==> src/logic/psa_pkg.sv <==
// constants, types and reset values for the program space access unit
// How it works
// RQ1 - source and destination modes chosen separately
// RQ2 - one offset register value shared by both
// RQ3 - literal offset and 8/16-bit immediates
// RQ4 - signed branch literal, 14-bit hold field
// RQ5 - 24-bit program words, 16-bit data, aligned
// RQ6 - table address is page above effective address
// RQ7 - page top bit picks configuration space
// RQ8 - window address is visibility page plus 15 bits
// RQ9 - window drops bit 15, page bit 0 replaces
// RQ10 - window address bit 23 always zero
// RQ11 - window is read-only, low word only
// RQ12 - fetch and window addresses have bit 0 zero
// RQ13 - table access unaligned, may reach configuration
// RQ14 - program counter steps two per word
// RQ15 - only table-high reaches the upper byte
// RQ16 - table-low read word or selected byte
// RQ17 - table-high word read zeroes phantom byte
// RQ18 - table-high byte read of phantom gives zero
// RQ19 - each table access is byte or word
// RQ20 - window needs top EA bit and enable
// RQ21 - window read costs one extra cycle
// RQ22 - address format follows the core's access kind
package psa_pkg;

  localparam int PADDR_W = 24;
  localparam int DATA_W = 16;

  // register byte addresses on the plain register port
  localparam logic [3:0] REG_TABLE_PAGE = 4'h0;
  localparam logic [3:0] REG_VIS_PAGE = 4'h4;
  localparam logic [3:0] REG_CORE_CTRL = 4'h8;
  localparam logic [3:0] REG_STATUS = 4'hc;

  // field positions
  localparam int CTRL_VIS_EN_BIT = 2;
  localparam int STAT_WERR_BIT = 0;
  localparam int STAT_BUSY_BIT = 1;
  localparam int PAGE_CFG_BIT = 7;

  // values after reset
  localparam logic [7:0] RST_TABLE_PAGE = 8'h00;
  localparam logic [7:0] RST_VIS_PAGE = 8'h00;
  localparam logic RST_VIS_EN = 1'b0;

  // program counter step per program word
  localparam logic [23:0] PC_STEP = 24'h000002;

  // flash byte lanes: bit 2 upper byte, bit 1 middle, bit 0 low
  localparam logic [2:0] BE_NONE = 3'h0;
  localparam logic [2:0] BE_LOW_BYTE = 3'h1;
  localparam logic [2:0] BE_MID_BYTE = 3'h2;
  localparam logic [2:0] BE_LOW_WORD = 3'h3;
  localparam logic [2:0] BE_HIGH = 3'h4;

  // access kind issued by the core each cycle
  typedef enum logic [1:0] {
    ACC_FETCH = 2'h0,
    ACC_TABLE = 2'h1,
    ACC_DATA = 2'h2,
    ACC_NONE = 2'h3
  } psa_acc_t;

  // move operand addressing modes
  typedef enum logic [2:0] {
    EA_DIRECT = 3'h0,
    EA_INDIRECT = 3'h1,
    EA_POST_MOD = 3'h2,
    EA_PRE_MOD = 3'h3,
    EA_INDEXED = 3'h4,
    EA_LIT_OFFSET = 3'h5,
    EA_IMM8 = 3'h6,
    EA_IMM16 = 3'h7
  } psa_ea_mode_t;

  // operand kind reported with each effective address
  localparam logic [1:0] OPK_MEMORY = 2'h0;
  localparam logic [1:0] OPK_REGISTER = 2'h1;
  localparam logic [1:0] OPK_IMMEDIATE = 2'h2;

  typedef enum logic [3:0] {
    ST_IDLE = 4'h1,
    ST_RD1 = 4'h2,
    ST_RD2 = 4'h4,
    ST_CAP = 4'h8
  } psa_fsm_t;

  typedef struct packed {
    psa_fsm_t st;
    psa_acc_t kind;
    logic [7:0] tblPage;
    logic [7:0] visPage;
    logic visEn;
    logic wrErr;
    logic busy;
    logic [15:0] rdData;
    logic [23:0] fAddr;
    logic fRd;
    logic fWr;
    logic [2:0] fBe;
    logic [23:0] fWd;
    logic high;
    logic byteMode;
    logic bsel;
    logic respValid;
    logic [15:0] respData;
    logic [23:0] respWord;
    logic [23:0] nextPc;
    logic [15:0] srcEa;
    logic [15:0] dstEa;
    logic [1:0] srcKind;
    logic [1:0] dstKind;
    logic [23:0] brTarget;
    logic [13:0] holdCnt;
  } psa_regs_t;

  localparam psa_regs_t RST_REGS = '{
    st: ST_IDLE,
    kind: ACC_NONE,
    tblPage: RST_TABLE_PAGE,
    visPage: RST_VIS_PAGE,
    visEn: RST_VIS_EN,
    default: '0
  };

endpackage

==> src/logic/psa_program_space_access.sv <==
// address generation and data path from the core into program space
`timescale 1ns/1ps
module psa_program_space_access (
  input wire logic clk,
  input wire logic rst_n,
  input wire logic [3:0] regAddr,
  input wire logic [15:0] regWrData,
  input wire logic regWr,
  input wire logic regRd,
  output logic [15:0] regRdData,
  input wire logic reqValid,
  input wire psa_pkg::psa_acc_t reqKind,
  input wire logic reqWrite,
  input wire logic reqHigh,
  input wire logic reqByte,
  input wire logic [15:0] reqEa,
  input wire logic [23:0] reqPc,
  input wire logic [15:0] reqWrData,
  output logic reqBusy,
  output logic [23:0] flashAddr,
  output logic flashRd,
  output logic flashWr,
  output logic [2:0] flashBe,
  output logic [23:0] flashWrData,
  input wire logic [23:0] flashRdData,
  output logic respValid,
  output logic [15:0] respData,
  output logic [23:0] respWord,
  output logic [23:0] nextPc,
  input wire psa_pkg::psa_ea_mode_t srcMode,
  input wire psa_pkg::psa_ea_mode_t dstMode,
  input wire logic [15:0] srcWn,
  input wire logic [15:0] dstWn,
  input wire logic [15:0] offsetRegValue,
  input wire logic [15:0] srcLit,
  input wire logic [15:0] dstLit,
  output logic [15:0] srcEa,
  output logic [15:0] dstEa,
  output logic [1:0] srcKind,
  output logic [1:0] dstKind,
  input wire logic [15:0] branchLit,
  input wire logic [13:0] holdLit,
  output logic [23:0] branchTarget,
  output logic [13:0] holdCount
);

  psa_pkg::psa_regs_t q;
  psa_pkg::psa_regs_t n;

  // effective address of one move operand
  function automatic logic [15:0] eaOf(
    input psa_pkg::psa_ea_mode_t mode,
    input logic [15:0] wn,
    input logic [15:0] wb,
    input logic [15:0] lit
  );
    logic [15:0] r;
    r = wn;
    unique case (mode)
      psa_pkg::EA_DIRECT: r = wn;
      psa_pkg::EA_INDIRECT: r = wn;
      psa_pkg::EA_POST_MOD: r = wn;
      psa_pkg::EA_PRE_MOD: r = wn + lit;
      psa_pkg::EA_INDEXED: r = wn + wb; // [RQ2]
      psa_pkg::EA_LIT_OFFSET: r = wn + lit; // [RQ3]
      psa_pkg::EA_IMM8: r = {8'h00, lit[7:0]}; // [RQ3]
      psa_pkg::EA_IMM16: r = lit; // [RQ3]
    endcase
    return r;
  endfunction

  // what the operand value is: memory address, register or literal
  function automatic logic [1:0] kindOf(
    input psa_pkg::psa_ea_mode_t mode
  );
    logic [1:0] k;
    k = psa_pkg::OPK_MEMORY;
    if (mode == psa_pkg::EA_DIRECT) begin
      k = psa_pkg::OPK_REGISTER;
    end else if (mode == psa_pkg::EA_IMM8 || mode == psa_pkg::EA_IMM16) begin
      k = psa_pkg::OPK_IMMEDIATE;
    end
    return k;
  endfunction

  // lane selection and phantom-byte zeroing of a table read
  function automatic logic [15:0] fmtTable(
    input logic [23:0] w,
    input logic high,
    input logic byteMode,
    input logic bsel
  );
    logic [15:0] r;
    r = 16'h0000;
    if (!high) begin
      if (!byteMode) begin
        r = w[15:0]; // [RQ16]
      end else begin
        r = {8'h00, bsel ? w[15:8] : w[7:0]}; // [RQ16]
      end
    end else begin
      if (!byteMode) begin
        r = {8'h00, w[23:16]}; // [RQ17]
      end else begin
        r = bsel ? 16'h0000 : {8'h00, w[23:16]}; // [RQ18]
      end
    end
    return r;
  endfunction

  // register read mux, unmapped offsets read zero
  function automatic logic [15:0] regRead(
    input psa_pkg::psa_regs_t s,
    input logic [3:0] a
  );
    logic [15:0] r;
    r = 16'h0000;
    unique case (a)
      psa_pkg::REG_TABLE_PAGE: r = {8'h00, s.tblPage};
      psa_pkg::REG_VIS_PAGE: r = {8'h00, s.visPage};
      psa_pkg::REG_CORE_CTRL: r[psa_pkg::CTRL_VIS_EN_BIT] = s.visEn;
      psa_pkg::REG_STATUS: begin
        r[psa_pkg::STAT_WERR_BIT] = s.wrErr;
        r[psa_pkg::STAT_BUSY_BIT] = s.busy;
      end
      default: r = 16'h0000;
    endcase
    return r;
  endfunction

  // next state of the whole unit
  always_comb begin
    n = q;
    n.rdData = 16'h0000;
    n.fRd = 1'b0;
    n.fWr = 1'b0;
    n.respValid = 1'b0;

    // software side; a page written in the same cycle as a request
    // takes effect for the next request only
    if (regWr) begin
      unique case (regAddr)
        psa_pkg::REG_TABLE_PAGE: n.tblPage = regWrData[7:0];
        psa_pkg::REG_VIS_PAGE: n.visPage = regWrData[7:0];
        psa_pkg::REG_CORE_CTRL:
          n.visEn = regWrData[psa_pkg::CTRL_VIS_EN_BIT];
        psa_pkg::REG_STATUS:
          if (regWrData[psa_pkg::STAT_WERR_BIT]) n.wrErr = 1'b0;
        default: n.rdData = 16'h0000;
      endcase
    end
    if (regRd) begin
      n.rdData = regRead(q, regAddr);
    end

    // move operand addresses, modes chosen per operand
    n.srcEa = eaOf(srcMode, srcWn, offsetRegValue, srcLit); // [RQ1]
    n.dstEa = eaOf(dstMode, dstWn, offsetRegValue, dstLit); // [RQ1]
    n.srcKind = kindOf(srcMode); // [RQ1]
    n.dstKind = kindOf(dstMode); // [RQ1]

    // branch literal counts in words, so the literal is doubled
    n.brTarget = reqPc + psa_pkg::PC_STEP
      + {{7{branchLit[15]}}, branchLit, 1'b0}; // [RQ4]
    n.holdCnt = holdLit; // [RQ4]

    // access sequencer; one access in flight keeps the window
    // out of the way while a table access runs
    unique case (q.st)
      psa_pkg::ST_IDLE: begin
        if (reqValid) begin
          n.kind = reqKind;
          n.high = reqHigh;
          n.byteMode = reqByte; // [RQ19]
          n.bsel = reqEa[0];
          unique case (reqKind) // [RQ22]
            psa_pkg::ACC_FETCH: begin
              n.fAddr = {1'b0, reqPc[22:1], 1'b0}; // [RQ12]
              n.nextPc = reqPc + psa_pkg::PC_STEP; // [RQ14]
              n.fRd = 1'b1;
              n.st = psa_pkg::ST_RD1;
            end
            psa_pkg::ACC_TABLE: begin
              // full address, no alignment; bit 7 of the page
              // lands on bit 23 and selects configuration space
              n.fAddr = {q.tblPage, reqEa}; // [RQ6] [RQ7] [RQ13]
              if (reqWrite) begin
                n.fWd = 24'h000000;
                n.fBe = psa_pkg::BE_NONE;
                if (!reqHigh && !reqByte) begin
                  n.fBe = psa_pkg::BE_LOW_WORD; // [RQ15]
                  n.fWd = {8'h00, reqWrData};
                end else if (!reqHigh) begin
                  n.fBe = reqEa[0] ? psa_pkg::BE_MID_BYTE
                                   : psa_pkg::BE_LOW_BYTE; // [RQ19]
                  n.fWd = reqEa[0] ? {8'h00, reqWrData[7:0], 8'h00}
                                   : {16'h0000, reqWrData[7:0]};
                end else if (!reqByte || !reqEa[0]) begin
                  n.fBe = psa_pkg::BE_HIGH; // [RQ15]
                  n.fWd = {reqWrData[7:0], 16'h0000};
                end
                // the phantom byte has no storage: nothing is written
                n.fWr = (n.fBe != psa_pkg::BE_NONE);
                n.respValid = 1'b1;
                n.respData = 16'h0000;
              end else begin
                n.fRd = 1'b1;
                n.st = psa_pkg::ST_RD1;
              end
            end
            psa_pkg::ACC_DATA: begin
              if (reqEa[15] && q.visEn) begin // [RQ20]
                if (reqWrite) begin
                  n.wrErr = 1'b1; // [RQ11]
                end else begin
                  // bit 15 of the EA is dropped, page bit 0 takes it
                  n.fAddr = {1'b0, q.visPage, reqEa[14:1],
                             1'b0}; // [RQ8] [RQ9] [RQ10] [RQ12]
                  n.fRd = 1'b1;
                  n.st = psa_pkg::ST_RD1;
                end
              end
            end
            psa_pkg::ACC_NONE: n.kind = psa_pkg::ACC_NONE;
          endcase
        end
      end
      psa_pkg::ST_RD1: begin
        if (q.kind == psa_pkg::ACC_DATA) begin
          n.fRd = 1'b1; // [RQ21]
          n.st = psa_pkg::ST_RD2;
        end else begin
          n.st = psa_pkg::ST_CAP;
        end
      end
      psa_pkg::ST_RD2: n.st = psa_pkg::ST_CAP; // [RQ21]
      psa_pkg::ST_CAP: begin
        n.respValid = 1'b1;
        n.respWord = flashRdData; // [RQ5]
        if (q.kind == psa_pkg::ACC_TABLE) begin
          n.respData = fmtTable(flashRdData, q.high, q.byteMode,
                                q.bsel);
        end else begin
          n.respData = flashRdData[15:0]; // [RQ11]
        end
        n.st = psa_pkg::ST_IDLE;
      end
      default: n.st = psa_pkg::ST_IDLE;
    endcase
    n.busy = (n.st != psa_pkg::ST_IDLE);
  end

  // single state register, synchronous reset
  always_ff @(posedge clk) begin
    if (!rst_n) begin
      q <= psa_pkg::RST_REGS;
    end else begin
      q <= n;
    end
  end

  // every output is a field of the state register
  assign regRdData = q.rdData;
  assign reqBusy = q.busy;
  assign flashAddr = q.fAddr;
  assign flashRd = q.fRd;
  assign flashWr = q.fWr;
  assign flashBe = q.fBe;
  assign flashWrData = q.fWd;
  assign respValid = q.respValid;
  assign respData = q.respData;
  assign respWord = q.respWord;
  assign nextPc = q.nextPc;
  assign srcEa = q.srcEa;
  assign dstEa = q.dstEa;
  assign srcKind = q.srcKind;
  assign dstKind = q.dstKind;
  assign branchTarget = q.brTarget;
  assign holdCount = q.holdCnt;

endmodule

==> config.mk <==
export PLATFORM = sky130hd
export DESIGN_NAME = psa_program_space_access
export DESIGN_NICKNAME = d
export VERILOG_FILES = /design/src/logic/psa_pkg.sv /design/src/logic/psa_program_space_access.sv
export SDC_FILE = /design/constraint.sdc
export NUM_CORES = 1
export LEC_CHECK = 0
export ABC_AREA = 1
export BUFFER_PORTS_ARGS = -buffer_cell sky130_fd_sc_hd__buf_2
export CORE_MARGIN = 2
export CORE_UTILIZATION = 48
export CTS_CLUSTER_SIZE = 12
export DETAILED_ROUTE_END_ITERATION = 7
export PLACE_DENSITY = 0.89
export SLEW_MARGIN = 20
export SYNTH_ARGS = -nofsm -noshare
export SYNTH_HDL_FRONTEND = slang
export SYNTH_SLANG_ARGS = --single-unit
==> constraint.sdc <==
create_clock -name clk -period 3.45 [get_ports clk]
set_clock_uncertainty 0.1 [all_clocks]
set_input_delay 1.035 -clock clk [delete_from_list [all_inputs] [get_ports clk]]
set_output_delay 1.035 -clock clk [all_outputs]
set_load 0.05 [all_outputs]
; Word level (Yosys, flattened, before mapping)
; Cells that the tools add are included.
[op_classes]
muxes = 51
bitwise = 1
add_sub_neg = 6
div_mod_pow = 0
multipliers = 0
eq_ne = 32
reduce_logical = 31
order_cmp = 0
shifts = 0
[ops]
columns = cell, n
row1 = two-way mux 27 bit, 7
row2 = case mux 16 bit (5 select lines), 2
row3 = case mux 25 bit (3 select lines), 1
row4 = adder 16 bit, 4
row5 = two-way mux 16 bit, 4
row6 = two-way mux 28 bit, 2
row7 = two-way mux 25 bit, 2
row8 = two-way mux 49 bit, 1
row9 = two-way mux 17 bit, 2
row10 = case mux 17 bit (2 select lines), 1
row11 = adder 24 x 2 -> 24 bit (second input constant), 1
row12 = adder 24 bit, 1
row13 = == test 3 bit (second input constant), 8
row14 = two-way mux 8 bit, 3
row15 = case mux 4 bit (3 select lines), 2
row16 = == test 3 x 2 -> 1 bit (second input constant), 4
row17 = == test 4 bit (second input constant), 3
row18 = two-way mux 1 bit, 12
row19 = two-way mux 4 bit, 3
row20 = case mux 5 bit (2 select lines), 1
row21 = AND reduction 2 bit, 5
row22 = AND reduction 5 bit, 2
row23 = == test 4 x 3 -> 1 bit (second input constant), 2
row24 = two-way mux 2 bit, 4
row25 = other kinds (25), 44
[totals]
mem_bits_ro = 0
ramBits = 0
reg_bits = 236
inputBits = 226
word_cells = 149
latchBits = 0
n_memories = 0

; Logic depth before layout (Yosys ltp)
; Gate-level depths: netlist (run 1).
[logic_depth]
word_depth = 14
depth_mapped = 20
depth_no_buf = 20

; Worst setup path before layout (run 1)
; No wires, ideal clock.
[synth_path]
path_type = input to register
from = in dstMode[1]
to = reg q, in the netlist dstEa[6]
setup_time_ns = 0.132
path_buffers = 1
arrival_ns = 3.098
required_time_ns = 3.218
setup_slack_ns = 0.119
stages = 14
path_cell_list = nand2_1 -> nand3_1 -> inv_1 -> clkbuf_1 -> o21ai_0 -> ha_1 -> fa_1 -> nand3_1 -> nand3_1 -> nand2_1 -> nand2_1 -> or2_2 -> nand3_1 -> a31oi_1
[synth_via]
elab_chain_len = 3
[synth_rtl]
columns = element, line
row1 = start: declaration, psa_program_space_access.sv:31  ; input wire psa_pkg::psa_ea_mode_t dstMode,
row2 = == test 3 x 2 -> 1 bit (tied with other cells), psa_program_space_access.sv:59  ; unique case (mode)
row3 = OR reduction 3 bit (no line) or OR reduction 2 bit (tied branches), n/a
row4 = case mux 16 bit (5 select lines) (*), psa_program_space_access.sv:59
row5 = end signal: assignment, psa_program_space_access.sv:256  ; q <= psa_pkg::RST_REGS;
row6 = end signal: assignment, psa_program_space_access.sv:258  ; q <= n;
row7 = end: declaration, psa_program_space_access.sv:47  ; psa_pkg::psa_regs_t q;
; Every way passes the cells marked *; elsewhere a longest branch is shown, timed or not.
; A chain may end at the register's enable or synchronous reset.

; Worst setup path in the final report (run 1)
[layout_path]
from = in reqPc[12]
to = reg q, in the netlist branchTarget[22]
[layout_via]
elab_chain_len = 2
[layout_rtl]
columns = element, line
row1 = start: declaration, psa_program_space_access.sv:17  ; input wire logic [23:0] reqPc,
row2 = adder 24 x 2 -> 24 bit, psa_program_space_access.sv:163  ; n.brTarget = reqPc + psa_pkg::PC_STEP
row3 = adder 24 bit, psa_program_space_access.sv:164  ; + {{7{branchLit[15]}}, branchLit, 1'b0};
; No other way between the ends.

==> results by group, run 1 <==
Outcome
  – Status: complete, no violations

Layout
  – P&R area growth vs syn: 19.64%
  – Fin nets: 2721
  – Final Cell Area: 0.01705 mm^2
  – Post-route insts no fill: 2845
  – Share of layout cells above drive strength 1: between 20% and 30%

Logic synthesis
  – Most frequent cell after synthesis: nand2_1
  – Gate Count Post-Synth: between 2000 and 2500
  – Cell taking the most area after synthesis: dfxtp_1
  – Yosys warnings: 0
  – Top FF cell, synth: dfxtp_1
  – Async set-reset flop share out of synthesis: 0%
  – Share of the synthesized area in the top cell type: between 30% and 40%
  – Synthesized area: 0.01425 mm^2
  – EDFF count, synth: 0
  – Synth top area cells: dfxtp_1, nand2_1, buf_4
  – Sequential-to-total area share from yosys stat: between 30% and 40%
  – Syn_area_per_cell: 6.770 um^2
  – Synth top cells by count: nand2_1, dfxtp_1, inv_1
  – Flops & latches, synth: approximately 230
  – Post-synth cell types: 48

Detailed routing
  – Number of routed nets with antenna violations: 0
  – Final WL: ~48 mm
  – DR vias/cell: 5.244
  – Initial drt markers: between 1000 and 1500
  – Avg WL per Cell: about 17 um
  – Total number of vias: 14918
  – Drt first pass iters: 5
  – DRC: 0

Place
  – Setup WS pre-CTS: -0.1714 ns
  – Dpl hpwl: approximately 38 mm
  – Placed insts: 2786
  – Placed Area: 0.01606 mm^2
  – PortBufs: 418
  – GP Congestion: 1.028

Worst hold path
  – Min-delay src: flashWrData[21]$_SDFFE_PN0P_
  – Min-Delay Path Class: flip-flop to flip-flop

Clocking
  – Clock transition at path regs: around 0.06 ns
  – Post_cts resized: 0
  – CTS sink cnt: between 200 and 250
  – Insertion delay to the later sink of the worst-skew pair: 0.55 ns
  – CTS tree: yes
  – Root Buffer: clkbuf_16
  – Depth of the CTS H-tree: 1
  – Clk buf depth: 3
  – Setup Buffers After CTS: 0
  – TritonCTS Buffers: 27
  – Hold-fix buffers, CTS: 0

Power and ir drop
  – Power consumption: about 0.008 W
  – Pwr/cell area: approximately 470 mW/mm^2
  – VDD IR max: roughly 390 uV
  – Leak: 8.857 nW

Setup path
  – WP data required: 3.79 ns
  – Worst reg2reg startpoint: q[234]$_SDFF_PN0_
  – CP startpoint: reqPc[12]
  – Worst Setup End Kind: flip-flop
  – Crit path to: branchTarget[22]$_SDFF_PN0_
  – CP Class: primary input to flip-flop
  – Critical Path AT: 3.46 ns
  – Worst reg2reg endpoint: nextPc[1]$_SDFFE_PN0P_
  – Register-to-register setup slack: 1.29 ns
  – Crit start category: primary input
  – Reg2Reg Depth: 10
  – Crit path max fanout: 4

Die
  – Die area: 0.03108 mm^2
  – Initial core utilization: 48.47%
  – Boundary pin count: 435
  – Overall die height: 176.3 um
  – Die width: ~180 um
  – Core Area: 0.02940 mm^2
  – # rows: between 60 and 70

GRT
  – Number of global-route vias before repair: ~14000
  – Antenna violations before repair: 11
  – GRT Total Usage: 29.61%
  – Largest net degree at the start of global routing: between 100 and 150
  – GRT overflow: 0
  – First-pass GRT wire length: 72.93 mm

Run
  – Max Cap Violations: 0

Timing
  – Worst setup margin: 0.3291 ns
  – Fin. Hold Viols: 0
  – Slew HR: 52.77%
  – Part of the cycle the worst path needs: between 90% and 100%
  – Worst-Margin Slew: 0.7077 ns
  – Smallest hold slack: 0.3616 ns
  – Max Clk Rate: 320.4 MHz
  – Setup violators final: 0
  – RSZ-0062 raised after global routing: false
  – Final worst path period need: 3.121 ns
  – Final slew viol count: 0
==> how the worst min path moves through the flow <==
stage | endpoint | slack [ns] | cells after the start
3_3_place_gp | respData[11]$_SDFFE_PN0P_ | 0.35 | 2
4_1_cts | flashWrData[21]$_SDFFE_PN0P_ | 0.36 | 2
5_1_grt | flashWrData[23]$_SDFFE_PN0P_ | 0.38 | 2
3_5_place_dp | flashWrData[21]$_SDFFE_PN0P_ | 0.35 | 2
2_1_floorplan | q[213]$_SDFFE_PN0P_ | 0.34 | 2
6_report | flashWrData[21]$_SDFFE_PN0P_ | 0.36 | 2
==> logic make-up (layout without fill, tap and decap cells) <==
logic type / after synthesis / count (layout) / synth area share (%)
adder cells (fa/ha/maj): 70 / 70 / 6.304
other: 1 / 19 / 0.02632
flip-flops: 228 / 228 / 32.03
XOR/XNOR: 17 / 17 / 1.098
AO/OA/AOI/OAI: 428 / 428 / 16.16
AND/OR/NAND/NOR: 859 / 859 / 25.29
buffers and inverters: 502 / 834 / 19.09
==> placed cells by master, fill, tap and decap left out, types with 8 or more instances in the layout <==
cell type | synthesis | layout
nand3b_1 | 9 | 9
buf_2 | 8 | 417
nand4_1 | 19 | 19
o211ai_1 | 11 | 11
inv_1 | 223 | 223
xor2_1 | 10 | 10
buf_4 | 212 | 135
nor2_1 | 168 | 168
dfxtp_1 | 228 | 228
or2_2 | 13 | 13
nand3_1 | 111 | 111
a31oi_1 | 46 | 46
clkbuf_16 | 0 | 27
nor3_1 | 12 | 12
conb_1 | 1 | 8
nand2_1 | 507 | 507
a21oi_1 | 174 | 173
diode_2 | 0 | 11
ha_1 | 67 | 67
o21ai_0 | 167 | 167
==> per-stage QoR <==
stage	utilization (%)	TNS (ns)
floorplan	-	0
global placement	54.63	-0.8723
detailed placement	54.63	-1.519
CTS	57.88	0
global route	57.93	0
finish	57.99	0
==> state kept, by name (all words and copies together) (netlist names) <==
signal and count:
branchTarget 24, respWord 24, respValid 1, regRdData 8, flashRd 1, dstEa 16
flashWrData 24, holdCount 14, nextPc 24, srcEa 16, respData 16, flashAddr 24
flashWr 1, q 27, flashBe 3, dstKind 2, srcKind 2, reqBusy 1
==> cell type report <==
| cell class | count | area, um^2 |
|---|---|---|
| fill | 2744 | 12350 |
| timing repair buffer | 554 | 3141 |
| sequential | 228 | 4564 |
| clock buffer | 38 | 777.0 |
| antenna | 11 | 27.53 |
| tap | 390 | 488.0 |
| multi-input combinational | 1382 | 6995 |
| inverter | 232 | 878.3 |
| clock inverter | 10 | 177.7 |
==> report_power, final <==
part | internal [W] | switching (W) | total (W)
Combinational | 0.000682 | 0.00142 | 0.00210
Clock | 0.00187 | 0.00119 | 0.00307
Sequential | 0.00277 | 0.0000548 | 0.00282
Total | 0.00532 | 0.00267 | 0.00799
==> critical path: stages <==
cell and delay, ns:
buf_2 0.19, nand2_1 0.15, nor2_1 0.20, nand4_1 0.14, nor2_1 0.12, nand2_1 0.10, xor2_1 0.28, inv_1 0.11
ha_1 0.32, nand2_1 0.10, nor2_1 0.15, nand2_1 0.08, nor2_1 0.09, nand2_1 0.06, nand3_1 0.14, nand2_1 0.07
nand2_1 0.06, nor2_1 0.04
==> layer usage <==
| metal | routed length (um) | vias up | GRT usage, % |
|---|---|---|---|
| met2 | 22720 | 740 | 51.63 |
| met1 | 18910 | 6748 | 34.32 |
| met5 | 48 | - | 0 |
| met3 | 4004 | 148 | 5.297 |
| li1 | - | 7274 | - |
| met4 | 2765 | 8 | 16.32 |
Power figures use the tool's default switching activity.
==> run 2, diff against run 1 <==
Settings changed: CORE_UTILIZATION 48 to 45, PLACE_DENSITY 0.89 to 0.85.
==> run 2 against run 1 <==
  * Worst hold slack got worse by 0.0010 ns
  * Maximum frequency decreased by 5.1%
  * Sequential cell count unchanged
  * Highest routed layer unchanged
  * Critical path depth decreased by 1
  * Sequential power about the same
  * Clock power decreased by 5%
  * First-iteration DRC count increased by 25%
  * Total power decreased by 2.7%
  * Sequential share of layout area increased by 0.33 points
  * Non-clock buffer count decreased by 25
  * Combinational power decreased by 2%
  * Worst setup slack got worse by 0.17 ns
==> results by group, run 2 (synthesis gave the netlist of run 1 again) <==
Setup path
  – WP data required: 3.79 ns (about the same)
  – CP Class: primary input to flip-flop (unchanged)
  – Worst path bufs/invs: 2 (unchanged)
  – Worst Setup End Kind: flip-flop (unchanged)
  – Critical Path AT: 3.63 ns (was 3.46 ns)
  – Crit start category: primary input (unchanged)
  – Crit path max fanout: 5 (was 4)
  – Top delay family on crit path: simple AND/OR/NAND/NOR gates (unchanged)
  – Reg2Reg Depth: 11 (was 10)
  – CP Cell Sequence: buf_2 -> ha_1 -> nand3_2 -> nor2_4 -> nand2_2 -> nor3_1 -> xnor2_1 -> inv_1 -> ha_1 -> nand2_1 -> nor2_1 -> and2_1 -> nand4_1 -> nand3_1 -> nand2_1 -> nand2_1 -> nor2_1 (was buf_2 -> nand2_1 -> nor2_1 -> nand4_1 -> nor2_1 -> nand2_1 -> xor2_1 -> inv_1 -> ha_1 -> nand2_1 -> nor2_1 -> nand2_1 -> nor2_1 -> nand2_1 -> nand3_1 -> nand2_1 -> nand2_1 -> nor2_1)
  – Max stage delay on crit path: 0.40 ns (was 0.32 ns)
  – Cell with the most instances on the worst path: nand2_1 (unchanged)
  – Worst path depth: 17 (was 18)
  – Critical-path top delay cell: ha_1 (unchanged)

GRT
  – GRT overflow: 0 (unchanged)
  – Number of global-route vias before repair: 13989 (was 14113)
  – First-pass GRT wire length: 73.16 mm (was 72.93 mm)
  – Antenna violations before repair: 9 (was 11)
  – GRT Total Usage: 27.76% (was 29.61%)
  – Largest net degree at the start of global routing: 119 (was 143)

Die
  – Boundary pin count: 435 (unchanged)
  – Die area: 0.03311 mm^2 (was 0.03108 mm^2)
  – Overall die height: 182.0 um (was 176.3 um)
  – # rows: 65 (was 63)
  – Initial core utilization: 45.39% (was 48.47%)
  – Die width: 182.0 um (was 176.3 um)
  – Core Area: 0.03139 mm^2 (was 0.02940 mm^2)

Outcome
  – Status: complete, no violations (unchanged)

Clocking
  – CTS tree: yes (unchanged)
  – Clock transition at path regs: 0.06 ns (about the same)
  – Insertion delay to the later sink of the worst-skew pair: 0.55 ns (about the same)
  – Setup Buffers After CTS: 0 (unchanged)
  – TritonCTS Buffers: 27 (unchanged)
  – CTS sink cnt: 228 (unchanged)
  – Clk buf depth: 3 (unchanged)
  – Depth of the CTS H-tree: 1 (unchanged)
  – Root Buffer: clkbuf_16 (unchanged)

Layout
  – Final Cell Area: 0.01684 mm^2 (was 0.01705 mm^2)
  – Most flops, register: q (unchanged)
  – Most frequent cells in the layout: nand2_1, buf_2, dfxtp_1 (unchanged)
  – Most common cell after layout, fill and taps aside: nand2_1 (unchanged)
  – Fin nets: 2696 (was 2721)
  – Share of layout cells above drive strength 1: 25.36% (was 26.02%)
  – Fill cells: 3055 (was 2744)
  – P&R area growth vs syn: 18.18% (was 19.64%)
  – Max reg flops: 27 (unchanged)

Detailed routing
  – Avg WL per Cell: 16.88 um (was 17.03 um)
  – Initial drt markers: 1346 (was 1077)
  – Number of routed nets with antenna violations: 0 (unchanged)
  – Total number of vias: 14598 (was 14918)
  – Final WL: 47.72 mm (was 48.45 mm)
  – Drt first pass iters: 5 (unchanged)
  – DRC: 0 (unchanged)
  – DR vias/cell: 5.162 (was 5.244)

Run
  – Max Cap Violations: 0 (unchanged)

Power and ir drop
  – Pwr/cell area: 462.0 mW/mm^2 (was 468.8 mW/mm^2)
  – Leak: 8.707 nW (was 8.857 nW)
  – VDD IR max: 357.4 uV (was 391.6 uV)

Place
  – GP Congestion: 1.006 (was 1.028)
  – PortBufs: 418 (unchanged)
  – Placed Area: 0.01591 mm^2 (was 0.01606 mm^2)
  – Setup WS pre-CTS: -0.3135 ns (was -0.1714 ns)
  – Dpl hpwl: 37.88 mm (was 38.02 mm)

Timing
  – Part of the cycle the worst path needs: 95.32% (was 90.46%)
  – Fin. Hold Viols: 0 (unchanged)
  – Final slew viol count: 0 (unchanged)
  – Final worst path period need: 3.288 ns (was 3.121 ns)
  – RSZ-0062 raised after global routing: false (unchanged)
  – Worst setup margin: 0.1616 ns (was 0.3291 ns)
  – Slew HR: 32.32% (was 52.77%)
  – Max Clk Rate: 304.1 MHz (was 320.4 MHz)
  – Worst-Margin Slew: 1.014 ns (was 0.7077 ns)
  – Setup violators final: 0 (unchanged)

Worst hold path
  – Min-Delay Path Class: flip-flop to flip-flop (unchanged)
  – Hold path depth: 2 (unchanged)
-- run 2: routing by layer --
layer	part of all wire [%]	wire (um)	GRT usage, %	vias up
met5	0.027	13	0	-
met4	5.1	2442	14.39	2
met3	7.8	3712	5.154	114
met2	47	22350	47.79	675
met1	40	19210	33.03	6590
li1	-	-	-	7217
-- run 2: path summary, 6_finish.rpt --
check | from | to | slack (ns)
hold / removal | respData[11]$_SDFFE_PN0P_ | respData[11]$_SDFFE_PN0P_ | 0.36
setup reg to reg | q[234]$_SDFF_PN0_ | nextPc[12]$_SDFFE_PN0P_ | 1.16
setup / recovery | reqPc[1] | branchTarget[18]$_SDFF_PN0_ | 0.16
hold reg to reg | respData[11]$_SDFFE_PN0P_ | respData[11]$_SDFFE_PN0P_ | 0.36
-- run 2: through the flow --
step                utilization, %  hold slack [ns]  std cells  TNS (ns)  power, W
floorplan                        -           0.3377       2112         0  0.004364
global placement             50.67           0.3476       2773    -2.110  0.004871
detailed placement           50.67           0.3544       2773    -3.172  0.004899
CTS                          53.53           0.3636       2819         0  0.007820
global route                 53.61           0.3759       2824         0  0.008139
finish                       53.64           0.3606       2828         0  0.007780
-- run 2: final cells by class --
class,count,area [um^2],share of cell area [%]
Clock inverter,11,162.7,0.9659
Inverter,232,878.3,5.216
Timing Repair Buffer,529,2965,17.61
Multi-Input combinational cell,1382,7008,41.62
Antenna cell,9,22.52,0.1337
Sequential cell,228,4564,27.10
Clock buffer,35,735.7,4.369
Tap cell,402,503.0,2.987
-- run 2: where the power goes --
group          total (W)  switching (W)  internal (W)
sequential       0.00282      0.0000525       0.00277
clock            0.00291        0.00117       0.00173
combinational    0.00205        0.00141      0.000643
total            0.00778        0.00264       0.00514
-- run 2: timing repair --
action | 4_1_cts | 5_1_grt
endpoints found under the setup margin | 0 | 6
hold buffers | 0 | 0
gates resized for setup | 0 | 4
-- run 2: worst reg2reg max path: cells and delay by family, from the launching register on --
family	cells	cell delay (ns)
buf+inv	4	0.84
compound gates	1	0.11
flops	1	0.33
simple gates	6	0.85
==> run 3, diff against run 2 <==
Settings changed: RECOVER_POWER set to 25.
==> run 3 against run 2 <==
  * Worst setup slack hardly changed
  * Total power hardly changed
  * Sequential cell count stayed put
  * Global-route usage stayed put
  * Critical path type unchanged
  * Worst hold slack hardly changed
  * Final area is 0.11% lower
  * Sequential power hardly changed
  * Final cell count hardly changed
  * Core utilization is 0.060 points lower
  * Non-clock buffer count stayed put
  * Maximum frequency hardly changed
  * Clock-buffer cell count stayed put
==> results by group, run 3 (synthesis gave the netlist of run 1 again) <==
Layout
  – Core Util, Final: 53.58% (was 53.64%)
  – Fin nets: 2696 (unchanged)
  – Share of layout cells above drive strength 1: 25.28% (was 25.36%)
  – Max reg flops: 27 (unchanged)
  – P&R area growth vs syn: 18.04% (was 18.18%)
  – Most frequent cells in the layout: nand2_1, buf_2, dfxtp_1 (unchanged)
  – Most common cell after layout, fill and taps aside: nand2_1 (unchanged)
  – Most flops, register: q (unchanged)

Die
  – Initial core utilization: 45.39% (unchanged)
  – Overall die height: 182.0 um (unchanged)
  – Die area: 0.03311 mm^2 (unchanged)
  – Core Area: 0.03139 mm^2 (unchanged)
  – Die width: 182.0 um (unchanged)
  – Boundary pin count: 435 (unchanged)
  – # rows: 65 (unchanged)

Setup path
  – Cell with the most instances on the worst path: nand2_1 (unchanged)
  – Max stage delay on crit path: 0.40 ns (about the same)
  – Crit path max fanout: 5 (unchanged)
  – Top delay family on crit path: simple AND/OR/NAND/NOR gates (unchanged)
  – Worst path bufs/invs: 2 (unchanged)
  – Critical Path AT: 3.63 ns (about the same)
  – CP Class: primary input to flip-flop (unchanged)
  – CP Cell Sequence: buf_2 -> ha_1 -> nand3_2 -> nor2_4 -> nand2_2 -> nor3_1 -> xnor2_1 -> inv_1 -> ha_1 -> nand2_1 -> nor2_1 -> and2_1 -> nand4_1 -> nand3_1 -> nand2_1 -> nand2_1 -> nor2_1 (unchanged)
  – Crit start category: primary input (unchanged)
  – Critical-path top delay cell: ha_1 (unchanged)
  – Worst Setup End Kind: flip-flop (unchanged)
  – WP data required: 3.79 ns (about the same)

Timing
  – Final worst path period need: 3.288 ns (about the same)
  – Part of the cycle the worst path needs: 95.32% (about the same)
  – Worst setup margin: 0.1615 ns (was 0.1616 ns)
  – Max Clk Rate: 304.1 MHz (about the same)
  – Setup violators final: 0 (unchanged)
  – Worst-Margin Slew: 1.427 ns (was 1.014 ns)
  – Smallest hold slack: 0.3610 ns (was 0.3606 ns)
  – Slew HR: 4.886% (was 32.32%)
  – Fin. Hold Viols: 0 (unchanged)
  – RSZ-0062 raised after global routing: false (unchanged)
  – Final slew viol count: 0 (unchanged)

Detailed routing
  – DRC: 0 (unchanged)
  – Total number of vias: 14598 (unchanged)
  – DR vias/cell: 5.164 (was 5.162)
  – Number of routed nets with antenna violations: 0 (unchanged)
  – Drt first pass iters: 6 (was 5)
  – Final WL: 47.70 mm (was 47.72 mm)
  – Avg WL per Cell: 16.87 um (was 16.88 um)
  – Initial drt markers: 1326 (was 1346)

GRT
  – GRT Total Usage: 27.76% (unchanged)
  – First-pass GRT wire length: 73.16 mm (unchanged)
  – Largest net degree at the start of global routing: 119 (unchanged)
  – GRT overflow: 0 (unchanged)
  – Number of global-route vias before repair: 13989 (unchanged)
  – Antenna violations before repair: 9 (unchanged)

Clocking
  – Clock transition at path regs: 0.06 ns (about the same)
  – Insertion delay to the later sink of the worst-skew pair: 0.55 ns (about the same)
  – Hold-fix buffers, CTS: 0 (unchanged)
  – Depth of the CTS H-tree: 1 (unchanged)
  – CTS sink cnt: 228 (unchanged)
  – Root Buffer: clkbuf_16 (unchanged)
  – CTS tree: yes (unchanged)
  – TritonCTS Buffers: 27 (unchanged)
  – Clk buf depth: 3 (unchanged)

Place
  – Setup WS pre-CTS: -0.3135 ns (unchanged)
  – Dpl hpwl: 37.88 mm (unchanged)
  – GP Congestion: 1.006 (unchanged)
  – PortBufs: 418 (unchanged)

Outcome
  – Status: complete, no violations (unchanged)

Power and ir drop
  – Pwr/cell area: 462.4 mW/mm^2 (was 462.0 mW/mm^2)
  – Leak: 8.701 nW (was 8.707 nW)
  – VDD IR max: 357.4 uV (about the same)

Run
  – Max Cap Violations: 0 (unchanged)

Worst hold path
  – Min-Delay Path Class: flip-flop to flip-flop (unchanged)
## run 3: layout make-up
class | count | area (um^2)
Clock inverter | 11 | 162.7
Timing Repair Buffer | 529 | 2949
Fill cell | 3060 | 14570
Sequential cell | 228 | 4564
Antenna cell | 8 | 20.02
Tap cell | 402 | 503.0
Inverter | 232 | 878.3
Multi-Input combinational cell | 1382 | 7008
Clock buffer | 35 | 735.7
## run 3: final timing paths
| check | start | endpoint | slack (ns) | cells after the start |
|---|---|---|---|---|
| setup / recovery | reqPc[1] | branchTarget[18]$_SDFF_PN0_ | 0.16 | 17 |
| hold / removal | respData[11]$_SDFFE_PN0P_ | respData[11]$_SDFFE_PN0P_ | 0.36 | 2 |
| setup reg to reg | q[234]$_SDFF_PN0_ | nextPc[12]$_SDFFE_PN0P_ | 1.15 | 11 |
| hold reg to reg | respData[11]$_SDFFE_PN0P_ | respData[11]$_SDFFE_PN0P_ | 0.36 | 2 |
## run 3: timing repair
action	4_1_cts	5_1_grt
buffers inserted	0	0
gates resized for setup	0	4
endpoints found under the setup margin	0	6
endpoints found under the hold margin	0	0
## run 3: worst min-delay path: stages, from the launching register on
cell,delay (ns)
dfxtp_1,0.30
nand2_1,0.06
a21oi_1,0.05
## run 3: where the power goes
group | total [W] | internal [W] | switching, W
Sequential | 0.00282 | 0.00277 | 0.0000525
Clock | 0.00291 | 0.00173 | 0.00117
Combinational | 0.00205 | 0.000641 | 0.00141
Total | 0.00778 | 0.00514 | 0.00263
## run 3: metal layers
| layer | track usage (%) | up-vias | part of all wire [%] |
|---|---|---|---|
| met5 | 0 | - | 0.027 |
| met4 | 14.39 | 2 | 5.1 |
| met3 | 5.154 | 116 | 7.4 |
| met2 | 47.79 | 663 | 47 |
| met1 | 33.03 | 6603 | 41 |
| li1 | - | 7214 | - |
## run 3: through the flow
stage               power [W]  cells  instance area (um^2)  setup TNS, ns
floorplan            0.004364   2112                 14280              0
global placement     0.004871   2773                 15910         -2.110
detailed placement   0.004899   2773                 15910         -3.172
CTS                  0.007820   2819                 16800              0
global route         0.008136   2824                 16810              0
finish               0.007778   2827                 16820              0
